==> src/common/dvg_regs.vh <==
// Constants for the DSP to VME glue logic: segments, status codes, states.
`ifndef DVG_REGS_VH
`define DVG_REGS_VH
// Address nibble {top bit, segment bits}; the top bit is always one.
`define DVG_SEG_EPROM 4'hc
`define DVG_SEG_VME 4'hd
`define DVG_SEG_REGS 4'hf
// Status codes for reads (10xx) and writes (1101, 1110).
`define DVG_STAT_RD_MASK 4'hc
`define DVG_STAT_RD_VAL 4'h8
`define DVG_STAT_WR_A 4'hd
`define DVG_STAT_WR_B 4'he
// Power-up reset sequencer states.
`define DVG_RS_IDLE 3'h0
`define DVG_RS_IRQ 3'h1
`define DVG_RS_PL0A 3'h2
`define DVG_RS_PL0B 3'h3
`define DVG_RS_DROP 3'h4
`define DVG_RS_DONE 3'h5
// Bus control sequencer states.
`define DVG_BC_IDLE 3'h0
`define DVG_BC_MWAIT 3'h1
`define DVG_BC_MRDY 3'h2
`define DVG_BC_SOFF 3'h3
`define DVG_BC_SMOE 3'h4
`define DVG_BC_SSOE 3'h5
`define DVG_BC_SGNT 3'h6
// Slave sequencer states.
`define DVG_SL_IDLE 2'h0
`define DVG_SL_STRB 2'h1
`define DVG_SL_ACK 2'h2
`define DVG_SL_WAIT 2'h3
// Function code for supervisory data.
`define DVG_FC_SUPDATA 3'h5
// Transfer size code for a 32-bit longword.
`define DVG_SIZE_LONG 2'h0
`endif

==> src/rtl/dvg_reset_seq.v <==
// Power-up global reset handshake sequencer.
`timescale 1ns/1ps
`default_nettype none
`include "dvg_regs.vh"
module dvg_reset_seq (
    input wire i_clk,
    input wire i_resetn,
    input wire i_power_up,
    input wire i_board_reset_n,
    output wire o_interrupt_reset_n,
    output wire o_priority_level_zero_line_n
);
    reg [2:0] state_r;
    reg [2:0] state_nxt;
    always @* begin
        state_nxt = state_r;
        if (!i_power_up) begin
            state_nxt = `DVG_RS_IDLE; // [RQ23]
        end else begin
            case (state_r)
                `DVG_RS_IDLE: state_nxt = `DVG_RS_IRQ; // [RQ1]
                `DVG_RS_IRQ: begin
                    if (!i_board_reset_n) begin
                        state_nxt = `DVG_RS_PL0A; // [RQ2]
                    end
                end
                `DVG_RS_PL0A: state_nxt = `DVG_RS_PL0B; // [RQ3]
                `DVG_RS_PL0B: state_nxt = `DVG_RS_DROP;
                `DVG_RS_DROP: state_nxt = `DVG_RS_DONE; // [RQ4]
                `DVG_RS_DONE: state_nxt = `DVG_RS_DONE;
                default: state_nxt = `DVG_RS_IDLE;
            endcase
        end
    end
    // The sequencer must survive the board reset it provokes, so it uses
    // only the power-up reset and not the board reset.
    always @(posedge i_clk or negedge i_resetn) begin
        if (!i_resetn) begin
            state_r <= `DVG_RS_IDLE;
        end else begin
            state_r <= state_nxt;
        end
    end
    assign o_interrupt_reset_n = (state_r == `DVG_RS_IDLE) ||
        (state_r == `DVG_RS_DONE); // [RQ1] [RQ4]
    assign o_priority_level_zero_line_n = !((state_r == `DVG_RS_PL0A) ||
        (state_r == `DVG_RS_PL0B)); // [RQ3]
endmodule
`default_nettype wire

==> src/rtl/dvg_decoder.v <==
// Strobe-1 address and status decoder with registered active-low selects.
`timescale 1ns/1ps
`default_nettype none
`include "dvg_regs.vh"
module dvg_decoder (
    input wire i_clk,
    input wire i_resetn,
    input wire i_board_reset_n,
    input wire [3:0] i_status,
    input wire [2:0] i_segment_address_bits,
    input wire i_dsp_strobe_one_n,
    output reg o_master_rd_n,
    output reg o_master_wr_n,
    output reg o_reg_rd_n,
    output reg o_reg_wr_n,
    output reg o_eprom_rd_n
);
    wire [3:0] addr = {1'b1, i_segment_address_bits}; // [RQ10]
    wire qual = i_board_reset_n && !i_dsp_strobe_one_n; // [RQ8] [RQ22]
    wire is_rd = (i_status & `DVG_STAT_RD_MASK) == `DVG_STAT_RD_VAL; // [RQ9]
    wire is_wr = (i_status == `DVG_STAT_WR_A) ||
        (i_status == `DVG_STAT_WR_B); // [RQ22]
    always @(posedge i_clk or negedge i_resetn) begin
        if (!i_resetn) begin
            o_master_rd_n <= 1'b1;
            o_master_wr_n <= 1'b1;
            o_reg_rd_n <= 1'b1;
            o_reg_wr_n <= 1'b1;
            o_eprom_rd_n <= 1'b1;
        end else begin
            o_master_rd_n <= !(qual && is_rd &&
                addr == `DVG_SEG_VME); // [RQ7] [RQ11]
            o_master_wr_n <= !(qual && is_wr && addr == `DVG_SEG_VME);
            o_reg_rd_n <= !(qual && is_rd &&
                addr == `DVG_SEG_REGS); // [RQ12]
            o_reg_wr_n <= !(qual && is_wr && addr == `DVG_SEG_REGS);
            o_eprom_rd_n <= !(qual && is_rd && addr == `DVG_SEG_EPROM);
        end
    end
endmodule
`default_nettype wire

==> src/rtl/dvg_glue.v <==
// Top of the DSP to VME glue: reset sequencer, decoder, bus control.
// What this block does
// [RQ1] Power-up high drives interrupt-reset low.
// [RQ2] Wait for bus-controller reset answer low.
// [RQ3] Priority-level-zero low for two clocks.
// [RQ4] Release priority line, then interrupt-reset, idle.
// [RQ5] Bus controller drives system reset 200 ms.
// [RQ6] Bus-controller reset resets all board logic except the reset sequencer; o_shared_sram_read_write and o_function_code keep their values.
// [RQ7] VME window decoded at base 0D000 0000h.
// [RQ8] Decode every strobe-1 cycle on clock.
// [RQ9] Read or write from status lines only.
// [RQ10] Eight segments, top address bit fixed one.
// [RQ11] Five active-low decoder selects.
// [RQ12] Register selects cover both chip register sets.
// [RQ13] Bus control drives five outputs.
// [RQ14] Bus control runs on the 20 MHz clock.
// [RQ15] Decoded access starts master cycle; enable master outputs.
// [RQ16] Acks or bus error end cycle; ready.
// [RQ17] Ready is external only, high between accesses.
// [RQ18] Slave request: bus off, master off, slave on, grant.
// [RQ19] Slave cycle ends when request drops.
// [RQ20] Master cycles drive supervisory-data function code.
// [RQ21] Granted longword slave: SRAM strobe, then acks.
// [RQ22] Status 10xx reads, 1101/1110 writes, qualified.
// [RQ23] Power-up low restarts the reset sequencer.
// [RQ24] Longword transfers only, no byte swapping.
// [RQ25] Board reset holds bus control idle and decoder selects inactive.
`timescale 1ns/1ps
`default_nettype none
`include "dvg_regs.vh"
module dvg_glue (
    input wire i_clk,
    input wire i_resetn,
    input wire i_power_up,
    input wire i_board_reset_n,
    input wire [3:0] i_status,
    input wire [2:0] i_segment_address_bits,
    input wire i_dsp_strobe_one_n,
    input wire i_local_bus_request_n,
    input wire i_data_size_ack_low_n,
    input wire i_data_size_ack_high_n,
    input wire i_local_bus_error_n,
    input wire [1:0] i_slave_size,
    input wire i_slave_rd,
    input wire i_slave_strobe_n,
    output wire o_interrupt_reset_n,
    output wire o_priority_level_zero_line_n,
    output wire o_master_rd_n,
    output wire o_master_wr_n,
    output wire o_reg_rd_n,
    output wire o_reg_wr_n,
    output wire o_eprom_rd_n,
    output reg o_global_bus_enable_n,
    output reg o_master_oe_n,
    output reg o_slave_oe_n,
    output reg o_local_bus_grant_n,
    output reg o_dsp_ready_out_n,
    output reg [2:0] o_function_code,
    output reg o_shared_sram_strobe_n,
    output reg o_shared_sram_read_write,
    output reg o_slave_ack_low_n,
    output reg o_slave_ack_high_n
);
    reg [2:0] bc_r;
    reg [2:0] bc_nxt;
    reg [1:0] sl_r;
    reg [1:0] sl_nxt;
    wire mreq;
    wire rst_all;

    dvg_reset_seq u_reset (
        .i_clk(i_clk),
        .i_resetn(i_resetn),
        .i_power_up(i_power_up),
        .i_board_reset_n(i_board_reset_n),
        .o_interrupt_reset_n(o_interrupt_reset_n),
        .o_priority_level_zero_line_n(o_priority_level_zero_line_n)
    );

    dvg_decoder u_dec (
        .i_clk(i_clk),
        .i_resetn(i_resetn),
        .i_board_reset_n(i_board_reset_n),
        .i_status(i_status),
        .i_segment_address_bits(i_segment_address_bits),
        .i_dsp_strobe_one_n(i_dsp_strobe_one_n),
        .o_master_rd_n(o_master_rd_n),
        .o_master_wr_n(o_master_wr_n),
        .o_reg_rd_n(o_reg_rd_n),
        .o_reg_wr_n(o_reg_wr_n),
        .o_eprom_rd_n(o_eprom_rd_n)
    );

    // EPROM reads run at full speed and never enter a master cycle.
    assign mreq = !o_master_rd_n || !o_master_wr_n ||
        !o_reg_rd_n || !o_reg_wr_n; // [RQ15]
    // The board reset comes from the bus controller itself.
    assign rst_all = !i_board_reset_n; // [RQ6] [RQ25]

    always @* begin
        bc_nxt = bc_r;
        case (bc_r)
            `DVG_BC_IDLE: begin
                if (!i_local_bus_request_n) begin
                    bc_nxt = `DVG_BC_SOFF; // [RQ18]
                end else if (mreq) begin
                    bc_nxt = `DVG_BC_MWAIT; // [RQ15]
                end
            end
            `DVG_BC_MWAIT: begin
                if ((!i_data_size_ack_low_n && !i_data_size_ack_high_n) ||
                    !i_local_bus_error_n) begin
                    bc_nxt = `DVG_BC_MRDY; // [RQ16]
                end
            end
            `DVG_BC_MRDY: bc_nxt = `DVG_BC_IDLE;
            `DVG_BC_SOFF: bc_nxt = `DVG_BC_SMOE;
            `DVG_BC_SMOE: bc_nxt = `DVG_BC_SSOE;
            `DVG_BC_SSOE: bc_nxt = `DVG_BC_SGNT;
            `DVG_BC_SGNT: begin
                if (i_local_bus_request_n) begin
                    bc_nxt = `DVG_BC_IDLE; // [RQ19]
                end
            end
            default: bc_nxt = `DVG_BC_IDLE;
        endcase
    end

    // Slave SRAM access; only longwords are served, others never acked.
    always @* begin
        sl_nxt = sl_r;
        case (sl_r)
            `DVG_SL_IDLE: begin
                if (!o_local_bus_grant_n && !i_slave_strobe_n &&
                    i_slave_size == `DVG_SIZE_LONG) begin
                    sl_nxt = `DVG_SL_STRB; // [RQ21] [RQ24]
                end
            end
            `DVG_SL_STRB: sl_nxt = `DVG_SL_ACK;
            `DVG_SL_ACK: sl_nxt = `DVG_SL_WAIT;
            `DVG_SL_WAIT: begin
                if (i_slave_strobe_n) begin
                    sl_nxt = `DVG_SL_IDLE;
                end
            end
            default: sl_nxt = `DVG_SL_IDLE;
        endcase
        if (o_local_bus_grant_n) begin
            sl_nxt = `DVG_SL_IDLE;
        end
    end

    // Runs at the phase-three clock rate; cycles are paced by handshakes.
    always @(posedge i_clk or negedge i_resetn) begin // [RQ14]
        if (!i_resetn) begin
            bc_r <= `DVG_BC_IDLE;
            sl_r <= `DVG_SL_IDLE;
            o_global_bus_enable_n <= 1'b0;
            o_master_oe_n <= 1'b0;
            o_slave_oe_n <= 1'b1;
            o_local_bus_grant_n <= 1'b1;
            o_dsp_ready_out_n <= 1'b1;
            o_function_code <= `DVG_FC_SUPDATA;
            o_shared_sram_strobe_n <= 1'b1;
            o_shared_sram_read_write <= 1'b1;
            o_slave_ack_low_n <= 1'b1;
            o_slave_ack_high_n <= 1'b1;
        end else if (rst_all) begin
            bc_r <= `DVG_BC_IDLE; // [RQ25]
            sl_r <= `DVG_SL_IDLE;
            o_global_bus_enable_n <= 1'b0;
            o_master_oe_n <= 1'b0;
            o_slave_oe_n <= 1'b1;
            o_local_bus_grant_n <= 1'b1;
            o_dsp_ready_out_n <= 1'b1;
            o_shared_sram_strobe_n <= 1'b1;
            o_slave_ack_low_n <= 1'b1;
            o_slave_ack_high_n <= 1'b1;
        end else begin
            bc_r <= bc_nxt;
            sl_r <= sl_nxt;
            // One-hot output decode from the next state keeps each
            // output a flop with no glitches toward the DSP. [RQ13]
            o_global_bus_enable_n <= (bc_nxt == `DVG_BC_SOFF) ||
                (bc_nxt == `DVG_BC_SMOE) || (bc_nxt == `DVG_BC_SSOE) ||
                (bc_nxt == `DVG_BC_SGNT); // [RQ18]
            o_master_oe_n <= (bc_nxt == `DVG_BC_SMOE) ||
                (bc_nxt == `DVG_BC_SSOE) ||
                (bc_nxt == `DVG_BC_SGNT); // [RQ15] [RQ18]
            o_slave_oe_n <= !((bc_nxt == `DVG_BC_SSOE) ||
                (bc_nxt == `DVG_BC_SGNT));
            o_local_bus_grant_n <= !(bc_nxt == `DVG_BC_SGNT);
            // Used alone as external ready; high outside the ready cycle.
            o_dsp_ready_out_n <= !(bc_nxt == `DVG_BC_MRDY); // [RQ16] [RQ17]
            o_function_code <= `DVG_FC_SUPDATA; // [RQ20]
            o_shared_sram_strobe_n <= !((sl_nxt == `DVG_SL_STRB) ||
                (sl_nxt == `DVG_SL_ACK)); // [RQ21]
            if (sl_nxt == `DVG_SL_STRB) begin
                o_shared_sram_read_write <= i_slave_rd;
            end
            o_slave_ack_low_n <= !((sl_nxt == `DVG_SL_ACK) ||
                (sl_nxt == `DVG_SL_WAIT)); // [RQ21]
            o_slave_ack_high_n <= !((sl_nxt == `DVG_SL_ACK) ||
                (sl_nxt == `DVG_SL_WAIT));
        end
    end
endmodule
`default_nettype wire

==> config.mk <==
export PLATFORM = sky130hd
export DESIGN_NAME = dvg_glue
export DESIGN_NICKNAME = d
export VERILOG_FILES = /design/src/rtl/dvg_reset_seq.v /design/src/rtl/dvg_decoder.v /design/src/rtl/dvg_glue.v
export VERILOG_INCLUDE_DIRS = /design/src /design/src/common
export SDC_FILE = /design/constraint.sdc
export NUM_CORES = 1
export LEC_CHECK = 0
export BUFFER_PORTS_ARGS = -buffer_cell sky130_fd_sc_hd__buf_4
export CAP_MARGIN = 20
export CORE_ASPECT_RATIO = 0.75
export CORE_MARGIN = 3
export CORE_UTILIZATION = 47
export DETAILED_ROUTE_END_ITERATION = 7
export PLACE_DENSITY_LB_ADDON = 0.15
export SLEW_MARGIN = 20
export SYNTH_ARGS = -nofsm -noshare
export SYNTH_HDL_FRONTEND = slang
export SYNTH_HIERARCHICAL = 1
export SYNTH_SLANG_ARGS = --single-unit
export TNS_END_PERCENT = 10
==> constraint.sdc <==
create_clock -name i_clk -period 1.8 [get_ports i_clk]
set_clock_uncertainty 0.2 [all_clocks]
set_input_delay 0.09 -clock i_clk [delete_from_list [all_inputs] [get_ports i_clk]]
set_output_delay 0.09 -clock i_clk [all_outputs]
set_load 0.01 [all_outputs]
## After elaboration in Yosys (flattened, before gate mapping)

Cells that the tools add are included.

| storage, ports and cells | value |
|---|---|
| register bits after elaboration | 21 |
| input port bits | 20 |
| output and inout bits | 19 |
| word-level logic and storage cells | 118 |

| operators by class | value |
|---|---|
| eq/ne operators | 28 |
| muxes and demuxes | 21 |
| reductions and logical operators | 53 |

Operators by type and width:

| cell | number |
|---|---|
| 3-bit equality test, second input constant | 11 |
| 1-bit zero test | 21 |
| 3-bit 2-to-1 mux | 7 |
| 3-bit case mux with 6 select lines | 1 |
| 3-bit by 2-bit equality test with 1-bit output, second input constant | 5 |
| 1-bit logical OR | 15 |
| 3-bit case mux with 5 select lines | 1 |
| 1-bit logical AND | 11 |
| 2-bit equality test, second input constant | 5 |
| 4-bit equality test, second input constant | 2 |
| 2-bit 2-to-1 mux | 4 |
| 2-bit case mux with 4 select lines | 1 |
| 1-bit 2-to-1 mux | 7 |
| 3-bit by 1-bit equality test with 1-bit output, second input constant | 2 |
| 3-bit zero test | 2 |
| 2-bit by 1-bit equality test with 1-bit output, second input constant | 2 |
| 2-bit zero test | 2 |
| 3-bit inequality test, second input constant | 1 |
| 2-bit AND reduction | 1 |
| 2-bit OR reduction | 1 |

## Logic depth before layout (Yosys ltp)

Gate-level depths: netlist of the first run.

| logic depth | value |
|---|---|
| depth in word-level cells | 12 |
| gate-level depth with buffers | 7 |
| depth with buffers taken out | 7 |

## Cells and area by module

The synthesis of the first run kept the hierarchy.

By module, submodules not included:

| module | times used | cells an instance | area an instance (µm²) | sequential area each (µm²) |
|---|---|---|---|---|
| dvg_glue | 1 | 66 | 661.9 | 332.8 |
| dvg_decoder | 1 | 16 | 209.0 | 131.4 |
| dvg_reset_seq | 1 | 16 | 166.4 | 75.1 |

## Worst setup path after synthesis of the first run

OpenSTA, ideal clock, no wires.

| timing path | value |
|---|---|
| kind | reg-to-reg |
| start | register sl_r[0] |
| end | register o_shared_sram_read_write |
| setup time | 0.082 ns |
| data arrival time | 1.295 ns |
| data required time | 1.518 ns |
| path slack | 0.222 ns |
| stages on the path, launching flop included | 8 |
| buffers on the path | 0 |
| period minus slack after synthesis | 1.578 ns |
| cell sequence | dfrtp_1 > nand3_1 > o21ai_0 > nor2_1 > inv_1 > ha_1 > nand2_1 > mux2_2 |

| on the way | value |
|---|---|
| word-level cells in the longest chain between the ends | 5 |
| elaborated cells on any way between the ends | 10 |
| those cells by class | eq/ne: 4; mux: 4; reduce/logical: 2 |

Ends and longest elaborated chain:

| what | RTL line | source |
|---|---|---|
| start: declaration | dvg_glue.v:66 | `reg [1:0] sl_r;` |
| start signal: assignment | dvg_glue.v:157 | `` sl_r <= `DVG_SL_IDLE; `` |
| start signal: assignment | dvg_glue.v:170 | `` sl_r <= `DVG_SL_IDLE; `` |
| start signal: assignment | dvg_glue.v:181 | `sl_r <= sl_nxt;` |
| 2-bit equality test, or another cell as far along | dvg_glue.v:132 | `case (sl_r)` |
| 2-bit case mux with 4 select lines * | dvg_glue.v:132 |  |
| 2-bit 2-to-1 mux * | dvg_glue.v:148 | `if (o_local_bus_grant_n) begin` |
| 2-bit by 1-bit equality test with 1-bit output (no line) * | n/a |  |
| 2-bit AND reduction (no line) * | n/a |  |
| end signal: assignment | dvg_glue.v:199 | `o_shared_sram_read_write <= i_slave_rd;` |
| end: declaration | dvg_glue.v:60 | `output reg o_shared_sram_read_write,` |

Every way passes the cells marked *; elsewhere a longest branch is shown, timed or not.
A chain may end at the register's enable or synchronous reset.

## Final worst setup path of the first run

| timing path | value |
|---|---|
| start | input i_slave_strobe_n |
| end | register sl_r[0] |

| on the way | value |
|---|---|
| word-level cells in the longest chain between the ends | 7 |
| elaborated cells on any way between the ends | 8 |
| those cells by class | mux: 5; reduce/logical: 3 |

Ends and longest elaborated chain:

| what | RTL line | source |
|---|---|---|
| start: declaration | dvg_glue.v:45 | `input wire i_slave_strobe_n,` |
| 1-bit zero test | dvg_glue.v:134 | `if (!o_local_bus_grant_n && !i_slave_strobe_n &&` |
| 1-bit logical AND | dvg_glue.v:134 |  |
| 1-bit logical AND (no line) | n/a |  |
| 2-bit 2-to-1 mux | dvg_glue.v:134 |  |
| 2-bit case mux with 4 select lines * | dvg_glue.v:132 |  |
| 2-bit 2-to-1 mux * | dvg_glue.v:148 |  |
| 2-bit 2-to-1 mux * | dvg_glue.v:168 | `end else if (rst_all) begin` |

Marks and branches as above.

==> impl_results.md, run 1 <==
- Status: completed
- IO Count: 39
- DR iter-0 viols: 9
- RSZ-0062 raised after global routing: yes
- Gr ovfl total: 0
- Area Growth Syn to Fin: 53.56%
- H-tree depth: 1
- Crit share post-route: 0.9781
- Synth Cell Area: 0.001037 mm²
- Syn_area_per_cell: 10.58 µm²
- Seq/Total Area, Yosys: 0.5199
- Core Region: 0.002049 mm²
- Final Routed Wirelength: 2353 µm
- Yosys cell types: 39
- Most Frequent Cell on Critical Path: dlygate4sd3_1
- Leading post-synthesis cells by cell area: dfstp_2 28%, dfrtp_1 24%, ha_1 3.6%, nor2_1 3.3%, buf_4 2.9%
- TNS Setup: 0 ns
- CTS Buf Count: 3
- Worst EP arrival: 1.79 ns
- Crit path capture type: flip-flop
- Fraction of layout cells with a size suffix above 1: 0.3962
- CTS root buffer: clkbuf_4
- FF+latch count, synth: 21
- Initial antenna violation count: 0
- First-pass GRT wire length: 3870 µm
- Clock slew at reported path FFs: 0.11 ns
- Worst hold-check path type: in2reg
- Reg power frac: 0.552
- P_sw: 237.3 µW
- DR pass1 iterations: 2
- Fraction of registers with async set/reset: 1.000
- Via/cell ratio: 5.164
- Synth warn: 6
- Total Nets Final: 183
- Most common cell in the netlist: dfstp_2
- MaxCap Viol Count: 0
- TritonCTS clock tree: yes
- Layout fillers: 137
- Die Wd: 60.25 µm
- Comb pwr share: 0.211
- Initial Util: 0.5061
- Clk sinks: 21
- Largest stage delay on the critical path: 0.58 ns
- Detailed Place HPWL: 1480 µm
- Clock power frac: 0.237
- Area of the multi-input gates: 462.9 µm²
- Worst Setup Start Kind: input port
- Vias in the first global route: 922
- Wirelength per Cell: 12.86 µm
- Sw frac: 0.2552
- Final slew viol count: 0
- Die Ht: 46.69 µm
- Period minus WS final: 1.761 ns
- Final hold vios: 0
- Worst skew pair latency: 0.30 ns
- # rows: 14
- Die footprint: 0.002813 mm²
- Crit path max fanout: 3
- PwrDens: 583.7 mW/mm²
- Pre-CTS WS: 0.1301 ns
- Vias: 945
- Critical setup path kind: in2reg
- Final setup margin: 0.03947 ns
- Critical-path top delay cell: dlygate4sd3_1
- Post-route ant nets: 0
- Worst Path Required: 1.83 ns
- Number of synthesized flops with an enable pin: 0
- All-layer global routing usage: 0.1943
- Total Power: 929.6 µW
- VDD IR max: 0.5421 mV
- Prevailing post-synth register cell: dfstp_2
- DRC: 0
- GPL Wtd Cong: 0.8305
- CTS max path bufs: 2
- Highest Clock Rate: 568.0 MHz
- Port-buffer cells: 35
- Synth top area share: 0.2786
- Maximum number of pins on one net before global-route repair: 14
- Mapped Cells: 98
- Final setup viols: 0
- Post-synth top area cell: dfstp_2
- Pint: 692.4 µW
- Lkg Pwr: 0.7030 nW
- Critical-path cell list: dlygate4sd3_1 -> buf_4 -> nor4_2 -> a21oi_1 -> dlygate4sd3_1 -> nor3_2
- List of most frequent post-synthesis cells: 11 x dfstp_2, 10 x dfrtp_1, 9 x nor2_1
- ANT cells: 0
- FF+latch area: 539.3 µm²
## power groups by stage
stage	Clock (mW)	Combinational (mW)	Sequential [mW]
after global routing	0.260	0.217	0.516
final	0.220	0.197	0.513
after detailed placement	0	0.151	0.520
after CTS	0.228	0.193	0.513
after floorplan	0	0.0789	0.518
after global placement	0	0.146	0.519
## stage by stage
step             util  hold slack (ns)  std cells  cell area [µm²]
2_1_floorplan       -          -0.4056         99             1041
3_5_place_dp   0.6306          -0.2140        153             1292
4_1_cts        0.7705          0.01232        183             1579
3_3_place_gp   0.6306          -0.2198        153             1292
5_1_grt        0.7772          0.09381        183             1593
6_report       0.7772          0.03192        183             1593
## flip-flops by register name (all words and copies together) (netlist names)
register and flops:
sl_r 2, u_dec/o_reg_wr_n 1, u_reset/state_r 3, o_shared_sram_read_write 1
o_master_oe_n 1, o_global_bus_enable_n 1, u_dec/o_eprom_rd_n 1, u_dec/o_master_wr_n 1
bc_r 3, o_dsp_ready_out_n 1, o_slave_oe_n 1, u_dec/o_reg_rd_n 1
o_local_bus_grant_n 1, o_slave_ack_high_n 1, u_dec/o_master_rd_n 1, o_shared_sram_strobe_n 1
## path summary, 6_finish.rpt
| kind | slack (ns) | end | from | depth (start not counted) |
|---|---|---|---|---|
| max | 0.04 | sl_r[0] | i_slave_strobe_n | 6 |
| min | 0.03 | o_dsp_ready_out_n | i_data_size_ack_high_n | 5 |
| max reg2reg | 0.10 | o_shared_sram_read_write | sl_r[0] | 7 |
| min reg2reg | 0.39 | sl_r[0] | o_local_bus_grant_n | 1 |
| max in group asynchronous | 0.52 | u_reset/state_r[0] | i_resetn | 3 |
| min in group asynchronous | 0.16 | o_dsp_ready_out_n | i_resetn | 2 |
## what timing repair did
item | CTS | global route
gates resized for setup | 0 | 3
hold buffers | 26 | 0
endpoints found under the setup margin | 0 | 3
hold endpoints to repair | 40 | 0
buffers inserted | 0 | 0
## cells in the final DEF, fill, tap and decap left out, types with 2 or more instances in the layout
master	count
and3b_1	2
o21ai_1	2
inv_1	3
clkbuf_4	3
dlygate4sd3_1	26
o21bai_1	2
a21boi_0	2
a21oi_2	3
dfrtp_1	10
dfstp_2	11
nand4_1	2
a21oi_1	4
o21ai_0	4
nand2b_1	2
buf_4	35
nand2_1	8
nand3_1	3
ha_1	3
conb_1	3
nor2_1	8
## final cells by class
type,instances,share of cell area
clock buffers,4,0.01650
multi-input cells,70,0.2907
well taps,24,0.01885
flip-flops and latches,21,0.3386
inverters,3,0.007070
repair buffers,61,0.3284
## critical path: cells and delay by family
family	cells	cell delay, ns
compound gates	1	0.09
buf+inv	3	1.26
simple gates	2	0.36
## routing by layer
layer | track usage | up-vias | routed length [µm]
met2 | 0.3513 | 34 | 1272
met3 | 0.07843 | 9 | 153
met5 | 0 | - | 0
li1 | - | 453 | -
met1 | 0.2010 | 449 | 873
met4 | 0.07965 | 0 | 53
## kinds of logic after synthesis
logic type,Yosys count,synth area share
flip-flops,21,0.5199
adder cells (fa/ha/maj),3,0.03619
AND/OR/NAND/NOR,43,0.2497
AO/OA/AOI/OAI,19,0.1170
other,2,0.007240
buffers and inverters,8,0.05066
multiplexers,1,0.01086
XOR/XNOR,1,0.008445
Note: power is estimated with default switching activity, not from simulation.
==> inputs of run 2 (changes only) <==
--- a/config.mk
+++ b/config.mk
@@ -10,7 +10,7 @@
 export CAP_MARGIN = 20
 export CORE_ASPECT_RATIO = 0.75
 export CORE_MARGIN = 3
-export CORE_UTILIZATION = 47
+export CORE_UTILIZATION = 46
 export DETAILED_ROUTE_END_ITERATION = 7
 export PLACE_DENSITY_LB_ADDON = 0.15
 export SLEW_MARGIN = 20
==> run 2 against run 1 <==
Effect of this change: clock-buffer cell count did not move; sequential cell count stayed put; register-to-register slack got worse by 0.04 ns; sequential power hardly changed; worst setup slack lost 0.00088 ns; die area up 1.9%; sequential share of layout area decreased by 0.39 points; global-route usage decreased by 0.96 points; final area increased by 1.4%; critical endpoint is now o_shared_sram_read_write; largest cell class unchanged; highest routed layer is now met3.
==> impl_results.md, run 2 (synthesis results as in run 1) <==
- Via/cell ratio: 4.957 (was 5.164)
- Worst hold-check path type: in2reg (unchanged)
- All-layer global routing usage: 0.1847 (was 0.1943)
- Area Growth Syn to Fin: 55.73% (was 53.56%)
- Initial antenna violation count: 0 (unchanged)
- Crit share post-route: 0.9786 (was 0.9781)
- ANT cells: 0 (unchanged)
- Critical-path cell list: buf_4 -> dlygate4sd3_1 -> nand3_1 -> o21ai_1 -> nor2_1 -> inv_1 -> ha_1 -> nand2_1 -> mux2_2 (was dlygate4sd3_1 -> buf_4 -> nor4_2 -> a21oi_1 -> dlygate4sd3_1 -> nor3_2)
- Critical-path top delay cell: dlygate4sd3_1 (unchanged)
- Die Ht: 47.13 µm (was 46.69 µm)
- IO Count: 39 (unchanged)
- Critical setup path kind: in2reg (unchanged)
- VDD IR max: 0.3931 mV (was 0.5421 mV)
- Crit path capture type: flip-flop (unchanged)
- Final Routed Wirelength: 2468 µm (was 2353 µm)
- First-pass GRT wire length: 3767 µm (was 3870 µm)
- Top flop regs: bc_r x3, u_reset/state_r x3, sl_r x2 (unchanged)
- Final setup viols: 0 (unchanged)
- Status: completed (unchanged)
- TritonCTS clock tree: yes (unchanged)
- CTS root buffer: clkbuf_4 (unchanged)
- GPL Wtd Cong: 0.6972 (was 0.8305)
- Detailed Place HPWL: 1575 µm (was 1480 µm)
- Highest Clock Rate: 567.7 MHz (was 568.0 MHz)
- Core Region: 0.002067 mm² (was 0.002049 mm²)
- Crit path max fanout: 3 (unchanged)
- CTS Buf Count: 3 (unchanged)
- Commonest non-fill, non-tap cell in the layout: buf_4 (unchanged)
- Total Nets Final: 184 (was 183)
- Initial Util: 0.5018 (was 0.5061)
- Total Power: 932.2 µW (was 929.6 µW)
- Die Wd: 60.83 µm (was 60.25 µm)
- Placed cell count: 153 (unchanged)
- Final slew viol count: 0 (unchanged)
- Wirelength per Cell: 13.41 µm (was 12.86 µm)
- Die footprint: 0.002867 mm² (was 0.002813 mm²)
- H-tree depth: 1 (unchanged)
- Gr ovfl total: 0 (unchanged)
- PwrDens: 577.1 mW/mm² (was 583.7 mW/mm²)
- Period minus WS final: 1.761 ns (about the same)
- Most frequent cells in the layout: 36 x buf_4, 25 x dlygate4sd3_1, 11 x dfstp_2, 9 x dfrtp_1, 8 x nand2_1 (was 35 x buf_4, 26 x dlygate4sd3_1, 11 x dfstp_2, 10 x dfrtp_1)
- Worst Setup Start Kind: input port (unchanged)
- Worst EP arrival: 1.80 ns (was 1.79 ns)
- Post-layout util: 0.7815 (was 0.7772)
- Clock slew at reported path FFs: 0.11 ns (about the same)
- Area after DPL: 0.001292 mm² (unchanged)
- Cell family with most CP delay: buffers and inverters (unchanged)
- MaxCap Viol Count: 0 (unchanged)
- Clk sinks: 21 (unchanged)
- CTS max path bufs: 2 (unchanged)
- DR iter-0 viols: 19 (was 9)
- Worst path buffer plus inverter count: 3 (unchanged)
- Pre-CTS WS: 0.09101 ns (was 0.1301 ns)
- Largest stage delay on the critical path: 0.58 ns (about the same)
- Final hold vios: 0 (unchanged)
- DRC: 0 (unchanged)
- Post-Layout Cell Count: 184 (was 183)
- Worst skew pair latency: 0.30 ns (about the same)
- # rows: 14 (unchanged)
- DR pass1 iterations: 4 (was 2)
- Post-route ant nets: 0 (unchanged)
- Lkg Pwr: 0.7117 nW (was 0.7030 nW)
- Final setup margin: 0.03859 ns (was 0.03947 ns)
- Worst Path Required: 1.84 ns (was 1.83 ns)
- Fraction of layout cells with a size suffix above 1: 0.4125 (was 0.3962)
- Maximum number of pins on one net before global-route repair: 14 (unchanged)
- Vias: 912 (was 945)
- Port-buffer cells: 35 (unchanged)
- Vias in the first global route: 884 (was 922)
- Design area: 0.001615 mm² (was 0.001593 mm²)
==> run 2: cell types whose count changed in the layout (fill, tap and decap cells not counted), sizes merged <==
cell	previous run	this run
dlygate4sd3	26	25
buf	35	36
dlymetal6s4s	0	1
==> run 2: layout make-up <==
cell class	instances	area, µm²
Multi-Input combinational cell	70	474.2
Inverter	3	11.26
Sequential cell	21	540.5
Tap cell	24	30.03
Fill cell	127	451.7
Clock buffer	4	26.28
Timing Repair Buffer	62	533.0
==> run 2: through the flow <==
stage | TNS [ns] | hold slack (ns)
6_report | 0 | 0.02146
5_1_grt | -0.02762 | 0.06510
4_1_cts | 0 | 0.01202
3_5_place_dp | 0 | -0.2133
3_3_place_gp | 0 | -0.2155
2_1_floorplan | 0 | -0.4056
==> run 2: worst reg2reg max path, delay by kind of cell (launching register included) <==
kind	cells	cell delay, ns
compound gates	1	0.09
fa+ha+maj	1	0.17
buf+inv	1	0.07
flops	1	0.46
mux	1	0.32
simple gates	3	0.37
==> run 2: final timing paths <==
check / startpoint / to / slack (ns) / cells after the start
min: i_data_size_ack_high_n / o_dsp_ready_out_n / 0.02 / 5
max reg2reg: sl_r[0] / o_shared_sram_read_write / 0.06 / 7
min reg2reg: o_local_bus_grant_n / sl_r[0] / 0.40 / 1
max: i_slave_strobe_n / o_shared_sram_read_write / 0.04 / 9
min in group asynchronous: i_resetn / o_slave_ack_high_n / 0.17 / 2
max in group asynchronous: i_resetn / sl_r[0] / 0.48 / 3
==> run 2: what timing repair did <==
action | in CTS | in global routing
hold buffers | 26 | 0
endpoints found under the hold margin | 40 | 0
setup endpoints to repair | 0 | 4
resized for setup | 0 | 8
setup buffers | 0 | 1
==> run 2: per-layer routing <==
layer | global-route usage | wire [µm]
met5 | 0 | 0
met3 | 0.06593 | 203
met1 | 0.2014 | 1011
met4 | 0.02165 | 0
met2 | 0.3582 | 1253
==> run 2: report_power, final <==
group          internal, mW  switching (mW)  total [mW]  leakage, nW
sequential            0.493          0.0197       0.513        0.248
combinational         0.114          0.0847       0.199        0.448
clock                0.0862           0.134       0.220       0.0150
==> inputs of run 3 (changes only) <==
--- a/config.mk
+++ b/config.mk
@@ -12,7 +12,7 @@
 export CORE_MARGIN = 3
 export CORE_UTILIZATION = 46
 export DETAILED_ROUTE_END_ITERATION = 7
-export PLACE_DENSITY_LB_ADDON = 0.15
+export PLACE_DENSITY_LB_ADDON = 0.05
 export SLEW_MARGIN = 20
 export SYNTH_ARGS = -nofsm -noshare
 export SYNTH_HDL_FRONTEND = slang
==> run 3 against run 2 <==
Effect of this change: cell count decreased by 0.54%; global-route usage is 0.62 points higher; final area down 0.93%; clock power grew 5%; sequential power about the same; core utilization decreased by 0.73 points; sequential share of layout area up 0.24 points; wire length is 1.9% higher; largest cell class unchanged; fmax increased by 1.8%; sequential cell count did not move; critical endpoint unchanged; combinational power hardly changed; largest power group unchanged; die area did not move.
==> impl_results.md, run 3 (synthesis results as in run 1) <==
- Die footprint: 0.002867 mm² (unchanged)
- Post-route ant nets: 0 (unchanged)
- Critical setup path kind: in2reg (unchanged)
- Period minus WS final: 1.730 ns (was 1.761 ns)
- Most frequent cells in the layout: 36 x buf_4, 25 x dlygate4sd3_1, 11 x dfstp_2, 10 x dfrtp_1, 8 x nand2_1 (was 36 x buf_4, 25 x dlygate4sd3_1, 11 x dfstp_2, 9 x dfrtp_1, 8 x nand2_1)
- Critical-path top delay cell: dlygate4sd3_1 (unchanged)
- DR iter-0 viols: 27 (was 19)
- Top flop regs: bc_r x3, u_reset/state_r x3, sl_r x2 (unchanged)
- Final setup margin: 0.07012 ns (was 0.03859 ns)
- Cell family with most CP delay: buffers and inverters (unchanged)
- CTS root buffer: clkbuf_4 (unchanged)
- Crit path max fanout: 3 (unchanged)
- Port-buffer cells: 35 (unchanged)
- Critical-path cell list: dlygate4sd3_1 -> buf_4 -> nand3_1 -> o21ai_0 -> nor2_1 -> inv_1 -> ha_1 -> nand2_1 -> mux2_2 (was buf_4 -> dlygate4sd3_1 -> nand3_1 -> o21ai_1 -> nor2_1 -> inv_1 -> ha_1 -> nand2_1 -> mux2_2)
- Vias in the first global route: 891 (was 884)
- Die Wd: 60.83 µm (unchanged)
- Vias: 948 (was 912)
- TritonCTS clock tree: yes (unchanged)
- Wirelength per Cell: 13.74 µm (was 13.41 µm)
- TNS Setup: 0 ns (unchanged)
- Final setup viols: 0 (unchanged)
- CTS max path bufs: 2 (unchanged)
- IO Count: 39 (unchanged)
- # rows: 14 (unchanged)
- Pre-CTS WS: 0.1480 ns (was 0.09101 ns)
- Detailed Place HPWL: 1519 µm (was 1575 µm)
- Worst path buffer plus inverter count: 3 (unchanged)
- Worst skew pair latency: 0.31 ns (was 0.30 ns)
- Initial antenna violation count: 0 (unchanged)
- Core Region: 0.002067 mm² (unchanged)
- Clk sinks: 21 (unchanged)
- Worst EP arrival: 1.78 ns (was 1.80 ns)
- Total Nets Final: 183 (was 184)
- R2r setup slk: 0.09 ns (was 0.06 ns)
- PwrDens: 587.3 mW/mm² (was 577.1 mW/mm²)
- CTS Buf Count: 3 (unchanged)
- Clock slew at reported path FFs: 0.11 ns (about the same)
- First-pass GRT wire length: 3850 µm (was 3767 µm)
- MaxCap Viol Count: 0 (unchanged)
- Final slew viol count: 0 (unchanged)
- All-layer global routing usage: 0.1908 (was 0.1847)
- Commonest non-fill, non-tap cell in the layout: buf_4 (unchanged)
- Die Ht: 47.13 µm (unchanged)
- Total Power: 939.9 µW (was 932.2 µW)
- Area Growth Syn to Fin: 54.28% (was 55.73%)
- DR pass1 iterations: 6 (was 4)
- DRC: 0 (unchanged)
- Final hold vios: 0 (unchanged)
- Fraction of layout cells with a size suffix above 1: 0.4088 (was 0.4125)
- Crit path capture type: flip-flop (unchanged)
- Lkg Pwr: 0.7082 nW (was 0.7117 nW)
- Largest stage delay on the critical path: 0.54 ns (was 0.58 ns)
- H-tree depth: 1 (unchanged)
- Worst Setup Start Kind: input port (unchanged)
- GPL Wtd Cong: 0.7908 (was 0.6972)
- VDD IR max: 0.3511 mV (was 0.3931 mV)
- Gr ovfl total: 0 (unchanged)
- Maximum number of pins on one net before global-route repair: 13 (was 14)
- Final Routed Wirelength: 2515 µm (was 2468 µm)
- Worst slew margin: 0.6641
- Highest Clock Rate: 578.1 MHz (was 567.7 MHz)
- ANT cells: 0 (unchanged)
- Status: completed (unchanged)
- Worst Path Required: 1.85 ns (was 1.84 ns)
- Via/cell ratio: 5.180 (was 4.957)
- Crit share post-route: 0.9610 (was 0.9786)
- Least-Margin Pin Slew: 0.5022 ns
- Initial Util: 0.5018 (unchanged)
- Worst hold-check path type: in2reg (unchanged)
-- run 3: per-stage QoR --
stage | hold slack, ns | instance area, µm² | util | cells
6_report | 0.06500 | 1600 | 0.7742 | 183
5_1_grt | 0.06946 | 1600 | 0.7742 | 183
4_1_cts | 0.009831 | 1569 | 0.7591 | 182
3_5_place_dp | -0.2128 | 1292 | 0.6253 | 153
3_3_place_gp | -0.2149 | 1292 | 0.6253 | 153
2_1_floorplan | -0.4056 | 1041 | - | 99
-- run 3: timing repair --
action                                 4_1_cts  5_1_grt
endpoints found under the hold margin       40        0
setup buffers                                0        1
hold buffers                                25        0
gates resized for setup                      0        5
setup endpoints to repair                    0        3
-- run 3: worst paths after layout --
| kind | to | from | cells past startpoint |
|---|---|---|---|
| min in group asynchronous | o_slave_ack_high_n | i_resetn | 2 |
| max reg2reg | o_shared_sram_read_write | sl_r[0] | 7 |
| min reg2reg | u_reset/state_r[1] | u_reset/state_r[0] | 2 |
| max | o_shared_sram_read_write | i_slave_strobe_n | 9 |
| max in group asynchronous | bc_r[0] | i_resetn | 3 |
| min | o_dsp_ready_out_n | i_data_size_ack_high_n | 5 |
-- run 3: area by class of cell --
type	instances	area, µm²
inverter	3	11.26
tap	24	30.03
timing repair buffer	61	520.5
sequential	21	539.3
fill	141	466.7
clock buffer	4	26.28
multi-input combinational	70	473.0
-- run 3: power by group --
group	leakage (nW)	total, mW	internal (mW)	switching, mW
clock	0.0150	0.231	0.0867	0.144
sequential	0.250	0.512	0.494	0.0186
combinational	0.443	0.197	0.113	0.0844
-- run 3: layer usage --
layer	track usage	wire (µm)	up-vias
li1	-	-	450
met1	0.2093	976	459
met2	0.3433	1357	35
met3	0.06319	147	4
met4	0.08225	34	0
met5	0	0	-
-- run 3: tightest hold or removal path, cell delays in order --
cell	delay [ns]
buf_4	0.09
nor2_2	0.04
o21ai_0	0.16
nand2_1	0.09
nand3_2	0.08
